### src/cwa_pkg.sv
package cwa_pkg;
  localparam int unsigned CWA_SOCKETS = 2;
  localparam int unsigned CWA_BANK_DEPTH = 64;
  localparam int unsigned CWA_IO_WINDOWS = 2;
  localparam int unsigned CWA_MEM_WINDOWS = 5;
  localparam int unsigned CWA_SYNC_STAGES = 3;
  localparam int unsigned CWA_IDX_SOCKET_BIT = 6;

  // register indices within one socket; socket B sits 40h higher
  localparam logic [5:0] IDX_WIN_ENABLE = 6'h06;
  localparam logic [5:0] IDX_IO_TIMING_CTL = 6'h07;
  localparam logic [5:0] IDX_IO_WIN0_START_LO = 6'h08;
  localparam logic [5:0] IDX_IO_WIN0_START_HI = 6'h09;
  localparam logic [5:0] IDX_IO_WIN0_END_LO = 6'h0a;
  localparam logic [5:0] IDX_IO_WIN0_END_HI = 6'h0b;
  localparam logic [5:0] IDX_IO_WIN1_START_LO = 6'h0c;
  localparam logic [5:0] IDX_IO_WIN1_START_HI = 6'h0d;
  localparam logic [5:0] IDX_IO_WIN1_END_LO = 6'h0e;
  localparam logic [5:0] IDX_IO_WIN1_END_HI = 6'h0f;
  localparam logic [5:0] IDX_MEM_WIN0_START_LO = 6'h10;
  localparam logic [5:0] IDX_MEM_WIN0_START_HI_ATTR = 6'h11;
  localparam logic [5:0] IDX_MEM_WIN1_START_LO = 6'h18;
  localparam logic [5:0] IDX_MEM_WIN1_START_HI_ATTR = 6'h19;
  localparam logic [5:0] IDX_MEM_WIN2_START_LO = 6'h20;
  localparam logic [5:0] IDX_MEM_WIN2_START_HI_ATTR = 6'h21;
  localparam logic [5:0] IDX_MEM_WIN3_START_LO = 6'h28;
  localparam logic [5:0] IDX_MEM_WIN3_START_HI_ATTR = 6'h29;
  localparam logic [5:0] IDX_MEM_WIN4_START_LO = 6'h30;
  localparam logic [5:0] IDX_MEM_WIN4_START_HI_ATTR = 6'h31;
  localparam logic [5:0] IO_WIN_STRIDE = 6'h04;
  localparam logic [2:0] MEM_FIRST_GROUP = 3'h2;
  localparam logic [2:0] MEM_LAST_GROUP = 3'h6;
  // byte positions inside one 8-index memory window group
  localparam logic [2:0] MEM_OFS_START_LO = 3'h0;
  localparam logic [2:0] MEM_OFS_START_HI = 3'h1;
  localparam logic [2:0] MEM_OFS_END_LO = 3'h2;
  localparam logic [2:0] MEM_OFS_END_HI = 3'h3;
  localparam logic [2:0] MEM_OFS_LIMIT = 3'h4;

  localparam logic [7:0] CWA_REG_RESET = 8'h00;
  localparam logic [7:0] WMASK_FULL = 8'hff;
  localparam logic [7:0] WMASK_NONE = 8'h00;
  localparam logic [7:0] WMASK_WIN_ENABLE = 8'hdf;
  localparam logic [7:0] WMASK_MEM_END_HI = 8'hcf;

  // window enable bits
  localparam int unsigned EN_IO0_BIT = 6;
  // io timing control: one nibble per window, window 1 in the upper nibble
  localparam int unsigned IOC_SIZE = 0;
  localparam int unsigned IOC_AUTO = 1;
  localparam int unsigned IOC_FAST8 = 2;
  localparam int unsigned IOC_WS16 = 3;
  // memory start high byte / end high byte fields
  localparam int unsigned MEM_SH_SIZE = 7;
  localparam int unsigned MEM_SH_FAST = 6;
  localparam int unsigned MEM_EH_WS_MSB = 7;
  localparam int unsigned MEM_EH_WS_LSB = 6;
  localparam int unsigned MEM_GRAN_LSB = 12;

  typedef enum logic [0:0] {BUS_IDLE, BUS_ACK} cwa_bus_state_t;

  typedef struct packed {
    logic valid;
    logic is_io;
    logic [23:0] addr;
  } cwa_host_req_t;

  typedef struct packed {
    logic claim;
    logic is_io;
    logic [2:0] win;
    logic wide;
    logic fast;
    logic [1:0] wait_add;
  } cwa_cycle_attr_t;
endpackage : cwa_pkg

### src/cwa_window_bank.sv
// Design decision made here: the Avalon-MM interface to the registers.
`timescale 1ns/100ps
module cwa_window_bank import cwa_pkg::*; (
  // clock and reset
  input wire logic SYS_CLK,
  input wire logic RST,
  // register bus, byte address, one register per aligned word
  input wire logic [8:0] AVS_ADDRESS,
  input wire logic AVS_READ,
  input wire logic AVS_WRITE,
  input wire logic [31:0] AVS_WRITEDATA,
  input wire logic [3:0] AVS_BYTEENABLE,
  output logic [31:0] AVS_READDATA,
  output logic AVS_WAITREQUEST,
  // host cycle to be decoded against both sockets
  input wire cwa_host_req_t HOST_REQ,
  // card width request pins, active low, one per socket
  input wire logic [CWA_SOCKETS-1:0] CARD_IO_WIDTH_REQUEST_N,
  // per-socket claim and cycle attributes
  output cwa_cycle_attr_t [CWA_SOCKETS-1:0] CYC_ATTR
);

  // mapped bits of each index; zero mask marks an unmapped index
  function automatic logic [7:0] idx_wmask(input logic [5:0] idx);
    logic [7:0] m;
    m = WMASK_NONE;
    if (idx == IDX_WIN_ENABLE) begin
      m = WMASK_WIN_ENABLE;
    end else if (idx >= IDX_IO_TIMING_CTL && idx <= IDX_IO_WIN1_END_HI) begin
      m = WMASK_FULL;
    end else if (idx[5:3] >= MEM_FIRST_GROUP && idx[5:3] <= MEM_LAST_GROUP
                 && idx[2:0] < MEM_OFS_LIMIT) begin
      m = (idx[2:0] == MEM_OFS_END_HI) ? WMASK_MEM_END_HI : WMASK_FULL;
    end
    return m;
  endfunction : idx_wmask

  function automatic logic [5:0] mem_idx(input logic [2:0] win, input logic [2:0] ofs);
    return {win + MEM_FIRST_GROUP, ofs};
  endfunction : mem_idx

  logic [7:0] bank [CWA_SOCKETS][CWA_BANK_DEPTH];
  cwa_bus_state_t bus_state;
  logic acc_sock;
  logic [5:0] acc_idx;
  logic wr_fire;
  cwa_cycle_attr_t next_attr [CWA_SOCKETS];
  logic [CWA_SOCKETS-1:0] card_wide;

  // top index bit picks the socket copy
  assign acc_sock = AVS_ADDRESS[CWA_IDX_SOCKET_BIT + 2];
  assign acc_idx = AVS_ADDRESS[7:2];
  // only the low lane carries a byte register; upper lanes are dropped
  assign wr_fire = AVS_WRITE && !AVS_WAITREQUEST && AVS_BYTEENABLE[0];

  // bus handshake: one wait cycle, then a single answer cycle
  always_ff @(posedge SYS_CLK) begin
    if (RST) begin
      bus_state <= BUS_IDLE;
      AVS_WAITREQUEST <= 1'b1;
    end else begin
      case (bus_state)
        BUS_IDLE: begin
          if (AVS_READ || AVS_WRITE) begin
            bus_state <= BUS_ACK;
            AVS_WAITREQUEST <= 1'b0;
          end
        end
        BUS_ACK: begin
          bus_state <= BUS_IDLE;
          AVS_WAITREQUEST <= 1'b1;
        end
        default: begin
          bus_state <= BUS_IDLE;
          AVS_WAITREQUEST <= 1'b1;
        end
      endcase
    end
  end

  // read data is captured as the answer is raised and held until the next read
  always_ff @(posedge SYS_CLK) begin
    if (RST) begin
      AVS_READDATA <= '0;
    end else if (bus_state == BUS_IDLE && AVS_READ) begin
      AVS_READDATA <= {24'h000000, bank[acc_sock][acc_idx]};
    end
  end

  for (genvar s = 0; s < CWA_SOCKETS; s++) begin : g_sock
    logic [CWA_SYNC_STAGES-1:0] sync;
    logic card_wide_n;
    logic [CWA_IO_WINDOWS-1:0] io_hit;
    logic [CWA_MEM_WINDOWS-1:0] mem_hit;
    logic [7:0] en;
    logic [7:0] ctl;
    cwa_cycle_attr_t attr_n;

    for (genvar i = 0; i < CWA_BANK_DEPTH; i++) begin : g_idx
      localparam logic [7:0] MASK = idx_wmask(6'(i));
      // scratch bits of memory start high bytes are stored and read back unchanged; bits outside the mask read as zero
      always_ff @(posedge SYS_CLK) begin
        if (RST) begin
          bank[s][i] <= CWA_REG_RESET;
        end else if (wr_fire && acc_sock == 1'(s) && acc_idx == 6'(i)) begin
          bank[s][i] <= AVS_WRITEDATA[7:0] & MASK;
        end
      end
    end

    // pin crosses three stages; a change is taken once the last two agree
    always_ff @(posedge SYS_CLK) begin
      if (RST) begin
        sync <= '1;
        card_wide_n <= 1'b1;
      end else begin
        sync <= {sync[CWA_SYNC_STAGES-2:0], CARD_IO_WIDTH_REQUEST_N[s]};
        if (sync[1] == sync[2]) begin
          card_wide_n <= sync[2];
        end
      end
    end
    assign card_wide[s] = !card_wide_n;

    assign en = bank[s][IDX_WIN_ENABLE];
    assign ctl = bank[s][IDX_IO_TIMING_CTL];

    for (genvar k = 0; k < CWA_IO_WINDOWS; k++) begin : g_io
      localparam logic [5:0] B = 6'(IDX_IO_WIN0_START_LO + 6'(k) * IO_WIN_STRIDE);
      logic [15:0] io_start;
      logic [15:0] io_end;
      // start address from its two bytes
      assign io_start = {bank[s][B + 6'h01], bank[s][B]};
      // end address from its two bytes
      assign io_end = {bank[s][B + 6'h03], bank[s][B + 6'h02]};
      // inclusive range on the 16-bit io address
      assign io_hit[k] = en[EN_IO0_BIT + k] && HOST_REQ.addr[15:0] >= io_start
                         && HOST_REQ.addr[15:0] <= io_end;
    end

    for (genvar j = 0; j < CWA_MEM_WINDOWS; j++) begin : g_mem
      logic [11:0] m_start;
      logic [11:0] m_end;
      assign m_start = {bank[s][mem_idx(3'(j), MEM_OFS_START_HI)][3:0],
                        bank[s][mem_idx(3'(j), MEM_OFS_START_LO)]};
      // end compared at the same 4 KB grain
      assign m_end = {bank[s][mem_idx(3'(j), MEM_OFS_END_HI)][3:0],
                      bank[s][mem_idx(3'(j), MEM_OFS_END_LO)]};
      // inclusive range on address bits 23-12
      assign mem_hit[j] = en[j] && HOST_REQ.addr[23:MEM_GRAN_LSB] >= m_start
                          && HOST_REQ.addr[23:MEM_GRAN_LSB] <= m_end;
    end

    // overlapping windows: the lowest numbered one wins
    always_comb begin
      logic [3:0] nib;
      logic [7:0] sh;
      logic [7:0] eh;
      nib = '0;
      sh = '0;
      eh = '0;
      attr_n = '0;
      attr_n.is_io = HOST_REQ.is_io;
      if (HOST_REQ.valid && HOST_REQ.is_io) begin
        for (int k = CWA_IO_WINDOWS - 1; k >= 0; k--) begin
          if (io_hit[k]) begin
            attr_n.claim = 1'b1;
            attr_n.win = 3'(k);
          end
        end
        nib = attr_n.win[0] ? ctl[7:4] : ctl[3:0];
        // automatic sizing follows the card for window 1
        // automatic sizing follows the card for window 0
        // size bit counts only without automatic sizing
        // size bit counts only without automatic sizing
        attr_n.wide = nib[IOC_AUTO] ? card_wide[s] : nib[IOC_SIZE];
        // fast timing only for 8-bit cycles
        // fast timing only for 8-bit cycles
        attr_n.fast = !attr_n.wide && nib[IOC_FAST8];
        // extra wait only for 16-bit cycles
        // extra wait only for 16-bit cycles
        attr_n.wait_add = {1'b0, attr_n.wide && nib[IOC_WS16]};
      end else if (HOST_REQ.valid) begin
        for (int j = CWA_MEM_WINDOWS - 1; j >= 0; j--) begin
          if (mem_hit[j]) begin
            attr_n.claim = 1'b1;
            attr_n.win = 3'(j);
          end
        end
        sh = bank[s][mem_idx(attr_n.win, MEM_OFS_START_HI)];
        eh = bank[s][mem_idx(attr_n.win, MEM_OFS_END_HI)];
        // width from start high bit 7
        attr_n.wide = sh[MEM_SH_SIZE];
        // three cycles if 8-bit, two if 16-bit
        attr_n.fast = sh[MEM_SH_FAST];
        // programmed wait states add only to 16-bit memory cycles
        attr_n.wait_add = attr_n.wide ? eh[MEM_EH_WS_MSB:MEM_EH_WS_LSB] : 2'h0;
      end
      if (!attr_n.claim) begin
        attr_n = '0;
      end
    end
    assign next_attr[s] = attr_n;
  end

  // attributes for the cycle presented on the previous edge
  always_ff @(posedge SYS_CLK) begin
    if (RST) begin
      CYC_ATTR <= '0;
    end else begin
      for (int s = 0; s < CWA_SOCKETS; s++) begin
        CYC_ATTR[s] <= next_attr[s];
      end
    end
  end

  a_io1_wait16: assert property (
    @(posedge SYS_CLK) disable iff (RST)
    HOST_REQ.valid && HOST_REQ.is_io && g_sock[0].io_hit == 2'b10
    |=> CYC_ATTR[0].win == 3'h1
        && CYC_ATTR[0].wait_add == {1'b0, CYC_ATTR[0].wide && $past(g_sock[0].ctl[7])})
    else $error("io window 1 16-bit wait state wrong");

  a_io1_fast8: assert property (
    @(posedge SYS_CLK) disable iff (RST)
    HOST_REQ.valid && HOST_REQ.is_io && g_sock[0].io_hit == 2'b10
    |=> CYC_ATTR[0].fast == (!CYC_ATTR[0].wide && $past(g_sock[0].ctl[6])))
    else $error("io window 1 8-bit fast timing wrong");

  a_io1_auto_size: assert property (
    @(posedge SYS_CLK) disable iff (RST)
    HOST_REQ.valid && HOST_REQ.is_io && g_sock[0].io_hit == 2'b10 && g_sock[0].ctl[5]
    |=> CYC_ATTR[0].wide == $past(card_wide[0]))
    else $error("io window 1 width ignores card request");

  a_io1_fixed_size: assert property (
    @(posedge SYS_CLK) disable iff (RST)
    HOST_REQ.valid && HOST_REQ.is_io && g_sock[0].io_hit == 2'b10 && !g_sock[0].ctl[5]
    |=> CYC_ATTR[0].claim && CYC_ATTR[0].wide == $past(g_sock[0].ctl[4]))
    else $error("io window 1 fixed width wrong");

  a_io0_wait16: assert property (
    @(posedge SYS_CLK) disable iff (RST)
    HOST_REQ.valid && HOST_REQ.is_io && g_sock[0].io_hit[0]
    |=> CYC_ATTR[0].win == 3'h0
        && CYC_ATTR[0].wait_add == {1'b0, CYC_ATTR[0].wide && $past(g_sock[0].ctl[3])})
    else $error("io window 0 16-bit wait state wrong");

  a_io0_fast8: assert property (
    @(posedge SYS_CLK) disable iff (RST)
    HOST_REQ.valid && HOST_REQ.is_io && g_sock[0].io_hit[0]
    |=> CYC_ATTR[0].fast == (!CYC_ATTR[0].wide && $past(g_sock[0].ctl[2])))
    else $error("io window 0 8-bit fast timing wrong");

  a_io0_auto_size: assert property (
    @(posedge SYS_CLK) disable iff (RST)
    HOST_REQ.valid && HOST_REQ.is_io && g_sock[0].io_hit[0] && g_sock[0].ctl[1]
    |=> CYC_ATTR[0].wide == $past(card_wide[0]))
    else $error("io window 0 width ignores card request");

  a_io0_fixed_size: assert property (
    @(posedge SYS_CLK) disable iff (RST)
    HOST_REQ.valid && HOST_REQ.is_io && g_sock[0].io_hit[0] && !g_sock[0].ctl[1]
    |=> CYC_ATTR[0].claim && CYC_ATTR[0].wide == $past(g_sock[0].ctl[0]))
    else $error("io window 0 fixed width wrong");

  a_mem2_width: assert property (
    @(posedge SYS_CLK) disable iff (RST)
    HOST_REQ.valid && !HOST_REQ.is_io && g_sock[0].mem_hit[2:0] == 3'h4
    |=> CYC_ATTR[0].win == 3'h2
        && CYC_ATTR[0].wide == $past(bank[0][IDX_MEM_WIN2_START_HI_ATTR][MEM_SH_SIZE]))
    else $error("memory window 2 width wrong");

  a_mem2_fast: assert property (
    @(posedge SYS_CLK) disable iff (RST)
    HOST_REQ.valid && !HOST_REQ.is_io && g_sock[0].mem_hit[2:0] == 3'h4
    |=> CYC_ATTR[0].fast == $past(bank[0][IDX_MEM_WIN2_START_HI_ATTR][MEM_SH_FAST]))
    else $error("memory window 2 fast timing wrong");

  a_disabled_claim: assert property (
    @(posedge SYS_CLK) disable iff (RST)
    bank[0][IDX_WIN_ENABLE] == 8'h00 ##1 bank[0][IDX_WIN_ENABLE] == 8'h00
    |-> !CYC_ATTR[0].claim)
    else $error("claim with all windows disabled");

  a_sock_b_isolated: assert property (
    @(posedge SYS_CLK) disable iff (RST)
    wr_fire && acc_sock
    |=> bank[0][$past(acc_idx)] == $past(bank[0][acc_idx]))
    else $error("socket B write disturbed socket A");

  a_bus_answer: assert property (
    @(posedge SYS_CLK) disable iff (RST)
    (AVS_READ || AVS_WRITE) && AVS_WAITREQUEST && bus_state == BUS_IDLE
    |=> !AVS_WAITREQUEST ##1 AVS_WAITREQUEST)
    else $error("bus answer not one cycle after request");

  a_io0_start_edge: assert property (
    @(posedge SYS_CLK) disable iff (RST)
    HOST_REQ.valid && HOST_REQ.is_io && bank[0][IDX_WIN_ENABLE][EN_IO0_BIT]
    && HOST_REQ.addr[15:0] == {bank[0][IDX_IO_WIN0_START_HI], bank[0][IDX_IO_WIN0_START_LO]}
    && HOST_REQ.addr[15:0] <= {bank[0][IDX_IO_WIN0_END_HI], bank[0][IDX_IO_WIN0_END_LO]}
    |=> CYC_ATTR[0].claim && CYC_ATTR[0].win == 3'h0)
    else $error("io window 0 start address not claimed");

  a_io0_end_edge: assert property (
    @(posedge SYS_CLK) disable iff (RST)
    HOST_REQ.valid && HOST_REQ.is_io && bank[0][IDX_WIN_ENABLE][EN_IO0_BIT]
    && HOST_REQ.addr[15:0] == {bank[0][IDX_IO_WIN0_END_HI], bank[0][IDX_IO_WIN0_END_LO]}
    && HOST_REQ.addr[15:0] >= {bank[0][IDX_IO_WIN0_START_HI], bank[0][IDX_IO_WIN0_START_LO]}
    |=> CYC_ATTR[0].claim && CYC_ATTR[0].win == 3'h0)
    else $error("io window 0 end address not claimed");

  a_mem2_start_edge: assert property (
    @(posedge SYS_CLK) disable iff (RST)
    HOST_REQ.valid && !HOST_REQ.is_io && bank[0][IDX_WIN_ENABLE][2:0] == 3'h4
    && HOST_REQ.addr[23:MEM_GRAN_LSB] == {bank[0][IDX_MEM_WIN2_START_HI_ATTR][3:0],
                                          bank[0][IDX_MEM_WIN2_START_LO]}
    && HOST_REQ.addr[23:MEM_GRAN_LSB] <= {bank[0][mem_idx(3'h2, MEM_OFS_END_HI)][3:0],
                                          bank[0][mem_idx(3'h2, MEM_OFS_END_LO)]}
    |=> CYC_ATTR[0].claim && CYC_ATTR[0].win == 3'h2)
    else $error("memory window 2 start granule not claimed");

  a_mem2_end_edge: assert property (
    @(posedge SYS_CLK) disable iff (RST)
    HOST_REQ.valid && !HOST_REQ.is_io && bank[0][IDX_WIN_ENABLE][2:0] == 3'h4
    && HOST_REQ.addr[23:MEM_GRAN_LSB] == {bank[0][mem_idx(3'h2, MEM_OFS_END_HI)][3:0],
                                          bank[0][mem_idx(3'h2, MEM_OFS_END_LO)]}
    && HOST_REQ.addr[23:MEM_GRAN_LSB] >= {bank[0][IDX_MEM_WIN2_START_HI_ATTR][3:0],
                                          bank[0][IDX_MEM_WIN2_START_LO]}
    |=> CYC_ATTR[0].claim && CYC_ATTR[0].win == 3'h2)
    else $error("memory window 2 end granule not claimed");

  a_sock_b_auto: assert property (
    @(posedge SYS_CLK) disable iff (RST)
    HOST_REQ.valid && HOST_REQ.is_io && g_sock[1].io_hit[0] && g_sock[1].ctl[1]
    |=> CYC_ATTR[1].claim && CYC_ATTR[1].win == 3'h0
        && CYC_ATTR[1].wide == $past(card_wide[1]))
    else $error("socket B io window 0 width ignores card request");

  a_read_data: assert property (
    @(posedge SYS_CLK) disable iff (RST)
    AVS_READ && bus_state == BUS_IDLE
    |=> AVS_READDATA == {24'h000000, $past(bank[acc_sock][acc_idx])})
    else $error("read data not the addressed register");

  a_mem_wait_add: assert property (
    @(posedge SYS_CLK) disable iff (RST)
    HOST_REQ.valid && !HOST_REQ.is_io && g_sock[0].mem_hit[2:0] == 3'h4
    |=> CYC_ATTR[0].wait_add
        == ($past(bank[0][mem_idx(3'h2, MEM_OFS_END_HI)][MEM_EH_WS_MSB:MEM_EH_WS_LSB])
            & {2{CYC_ATTR[0].wide}}))
    else $error("memory window 2 wait states wrong");

  a_idle_attr_zero: assert property (
    @(posedge SYS_CLK) disable iff (RST)
    !CYC_ATTR[0].claim |-> CYC_ATTR[0] == '0)
    else $error("unclaimed cycle carries attributes");

endmodule : cwa_window_bank

### config.mk
export PLATFORM = sky130hd
export DESIGN_NAME = cwa_window_bank
export DESIGN_NICKNAME = d
export VERILOG_FILES = /design/src/cwa_pkg.sv /design/src/cwa_window_bank.sv
export SDC_FILE = /design/constraint.sdc
export NUM_CORES = 1
export LEC_CHECK = 0
export ABC_CLOCK_PERIOD_IN_PS = 4500
export BUFFER_PORTS_ARGS = -buffer_cell sky130_fd_sc_hd__buf_2
export CAP_MARGIN = 20
export CORE_ASPECT_RATIO = 0.75
export CORE_MARGIN = 2
export CORE_UTILIZATION = 62
export CTS_BUF_LIST = sky130_fd_sc_hd__clkbuf_4
export DETAILED_ROUTE_END_ITERATION = 6
export PLACE_DENSITY = 0.8
export SLEW_MARGIN = 20
export SYNTH_ARGS = -nofsm -noshare
export SYNTH_HDL_FRONTEND = slang
export SYNTH_SLANG_ARGS = --single-unit
### constraint.sdc
create_clock -name SYS_CLK -period 4.5 [get_ports SYS_CLK]
set_input_delay 0.9 -clock SYS_CLK [delete_from_list [all_inputs] [get_ports SYS_CLK]]
set_output_delay 0.9 -clock SYS_CLK [all_outputs]
set_load 0.02 [all_outputs]
==> run summary <==
Dpl hpwl: 76280 um
Top cell type's share of synthesized area: 42.03%
Synthesized area: 32720 sq um
Top cell type by total area after synthesis: edfxtp_1
Crit Path Class: input port to flip-flop
Crit. path cell count: 14
Bufs on Longest Clock Path: 3
Synth top area cells: edfxtp_1 (42%), ha_1 (14%), and2_1 (8.8%)
Tcrit/Tclk final: 75.92%
Pwr dens: 298.3 nW/um^2
Post-route setup TNS: 0 ns
CP required: 5.30 ns
Clk Latency, worst-skew pair: 0.95 ns
Main synth FF type: edfxtp_1
CP Cell Sequence: buf_2 -> inv_1 -> buf_12 -> ha_1 -> nand2b_1 -> a31oi_1 -> o21ai_1 -> a41oi_1 -> or3_1 -> nor2_8 -> o21ba_4 -> mux2_4 -> o211ai_2 -> o22ai_1
Finish-stage setup viols: 0
Slew headroom: 21.41%
Post-synthesis cell type count: 90
Commonest cells post-synth: and2_1 (462), edfxtp_1 (458), ha_1 (368)
Vias per inst: 6.467
Initial core utilization: 63.06%
Final Slew Violations: 0
Wire length per cell: 26.29 um
Warnings, synthesis: 0
Clock tree root buffer cell: clkbuf_4
Asr flop ratio synth: 0%
Maximum Capacitance Violations: 0
Overall Power: 0.01062 W
TritonCTS clock tree: built
Clock skew: 0.06159 ns
RSZ-0062 raised after global routing: false
Peak VDD IR: 194.5 uV
P&R area growth vs syn: 8.760%
Setup WS post-layout: 1.083 ns
Setup bufs post-CTS: 0
Min-Delay Path Depth: 2
Fin util: 68.58%
Setup WS pre-CTS: 0.2212 ns
Cells after Synth: 2927
Crit path max-delay cell type: or3_1
CTS Hold Bufs: 0
Port bufs: 74
Worst-Margin Slew: 1.179 ns
Startpoint Class: input port
Hold Crit Class: input port to flip-flop
Period minus WS final: 3.417 ns
Layout Cells excl Fill: 3889
CP startpoint: HOST_REQ[12]
Count leader, synth: and2_1
H-tree depth: 3
CP Data Arrival Time: 4.22 ns
Drt total wl: 102300 um
First-pass GRT wire length: 151000 um
Register-to-Register Path Depth: 11
Bufs and invs on worst path: 3
Post-layout net count: 3541
F_max: 292.7 MHz
Reg clk slew, reported paths: 0.07 ns
Total global routing overflow: 0
Worst hold path startpoint: CARD_IO_WIDTH_REQUEST_N[1]
Reg2reg start: bank[1][97]$_SDFFCE_PN0P_
Die width: 269.3 um
Core Region: 51890 sq um
Layout filler cell count: 3855
Boundary pin count: 128
Critical Path End Type: flip-flop
Largest net degree at the start of global routing: 51
Syn avg cell area: 11.18 sq um
Leakage dissipation: 15.33 nW
RD Place Congestion: 1.047
Post-DRT Antenna Nets: 0
Ratio of cells with drive above 1 in the final layout: 15.82%
Die Area: 54650 sq um
Endpoints failing hold: 0
Run status: finished, final reports clean
Footprint of the multi-input gates: 16310 sq um
Placed Cells incl. Taps: 3679
Antenna violations before repair: 7
Vias in the first global route: 24625
FF+latch count, synth: 494
Max FO, Critical Path: 20
Clock sink count: 494
CP delay by family, top: compound AO/OA/AOI/OAI gates
Number of synthesized flops with an enable pin: 458
Drt drc: 0
Die Y: 203.0 um
Rows: 72
Register area: 14470 sq um
Slowest stage delay, CP: 0.56 ns
DRT Pass-1 Iters: 6
Drt first-iter violations: 3545
Sequential element share of the synthesized area: 44.23%
CTS Buf Count: 118
Post-CTS Resized: 0
Gr usage total: 37.51%
Routed vias: 25150
==> cell families (layout without fill, tap and decap cells) <==
family | Yosys count | after routing | synth area share [%]
compound gates | 499 | 499 | 10.66
flops | 494 | 494 | 44.23
buf+inv | 501 | 731 | 6.206
other cells | 1 | 30 | 0.01146
mux | 178 | 178 | 9.445
simple gates | 886 | 886 | 15.37
fa+ha+maj | 368 | 368 | 14.07
==> placed cells by master (no fill, tap or decap), types with 98 or more instances in the layout <==
cell type | Yosys | final
and2_1 | 462 | 462
edfxtp_1 | 458 | 458
ha_1 | 368 | 368
inv_1 | 357 | 357
clkbuf_4 | 0 | 170
nor2_1 | 130 | 130
a21oi_1 | 110 | 110
mux4_2 | 103 | 103
buf_4 | 25 | 99
nand2_1 | 98 | 98
a21o_1 | 98 | 98
==> per-layer routing <==
layer,wire [um],global-route usage (%),vias up
met4,3770,14.68,2
met5,10,0,-
met2,42570,54.38,1708
li1,-,-,10915
met1,40270,52.86,12250
met3,15650,11.64,275
==> metrics by stage <==
stage | hold WS [ns] | cell area (sq um)
6_report | 0.1811 | 35590
5_1_grt | 0.1723 | 35580
4_1_cts | 0.1221 | 35570
3_5_place_dp | 0.4036 | 34130
3_3_place_gp | 0.3968 | 34130
2_1_floorplan | 0.3895 | 32810
==> path summary, 6_finish.rpt <==
check,endpoint,slack [ns]
setup / recovery,CYC_ATTR[9]$_SDFF_PP0_,1.08
hold / removal,g_sock[1].sync[0]$_SDFF_PP1_,0.18
setup reg to reg,CYC_ATTR[9]$_SDFF_PP0_,1.19
hold reg to reg,g_sock[0].sync[1]$_SDFF_PP1_,0.41
==> power by group <==
part           switching [W]  total (W)  leakage, nW  internal [W]
clock network        0.00188    0.00365        0.866       0.00177
logic                0.00105    0.00168         9.46      0.000627
registers           0.000124    0.00529         5.00       0.00517
==> area by class of cell <==
class	instances	area share, %
Antenna cell	6	0.04219
Clock buffer	170	3.586
Clock inverter	34	0.4430
Inverter	357	3.765
Multi-Input combinational cell	1955	45.83
Sequential cell	494	40.67
Tap cell	703	2.472
Timing Repair Buffer	170	3.189
==> state kept, by name, indices dropped and copies added (netlist names) <==
signal	cells
AVS_READDATA	8
AVS_WAITREQUEST	1
CYC_ATTR	18
bank	458
bus_state	1
g_sock.card_wide_n	2
g_sock.sync	6
Power figures use the tool's default switching activity.
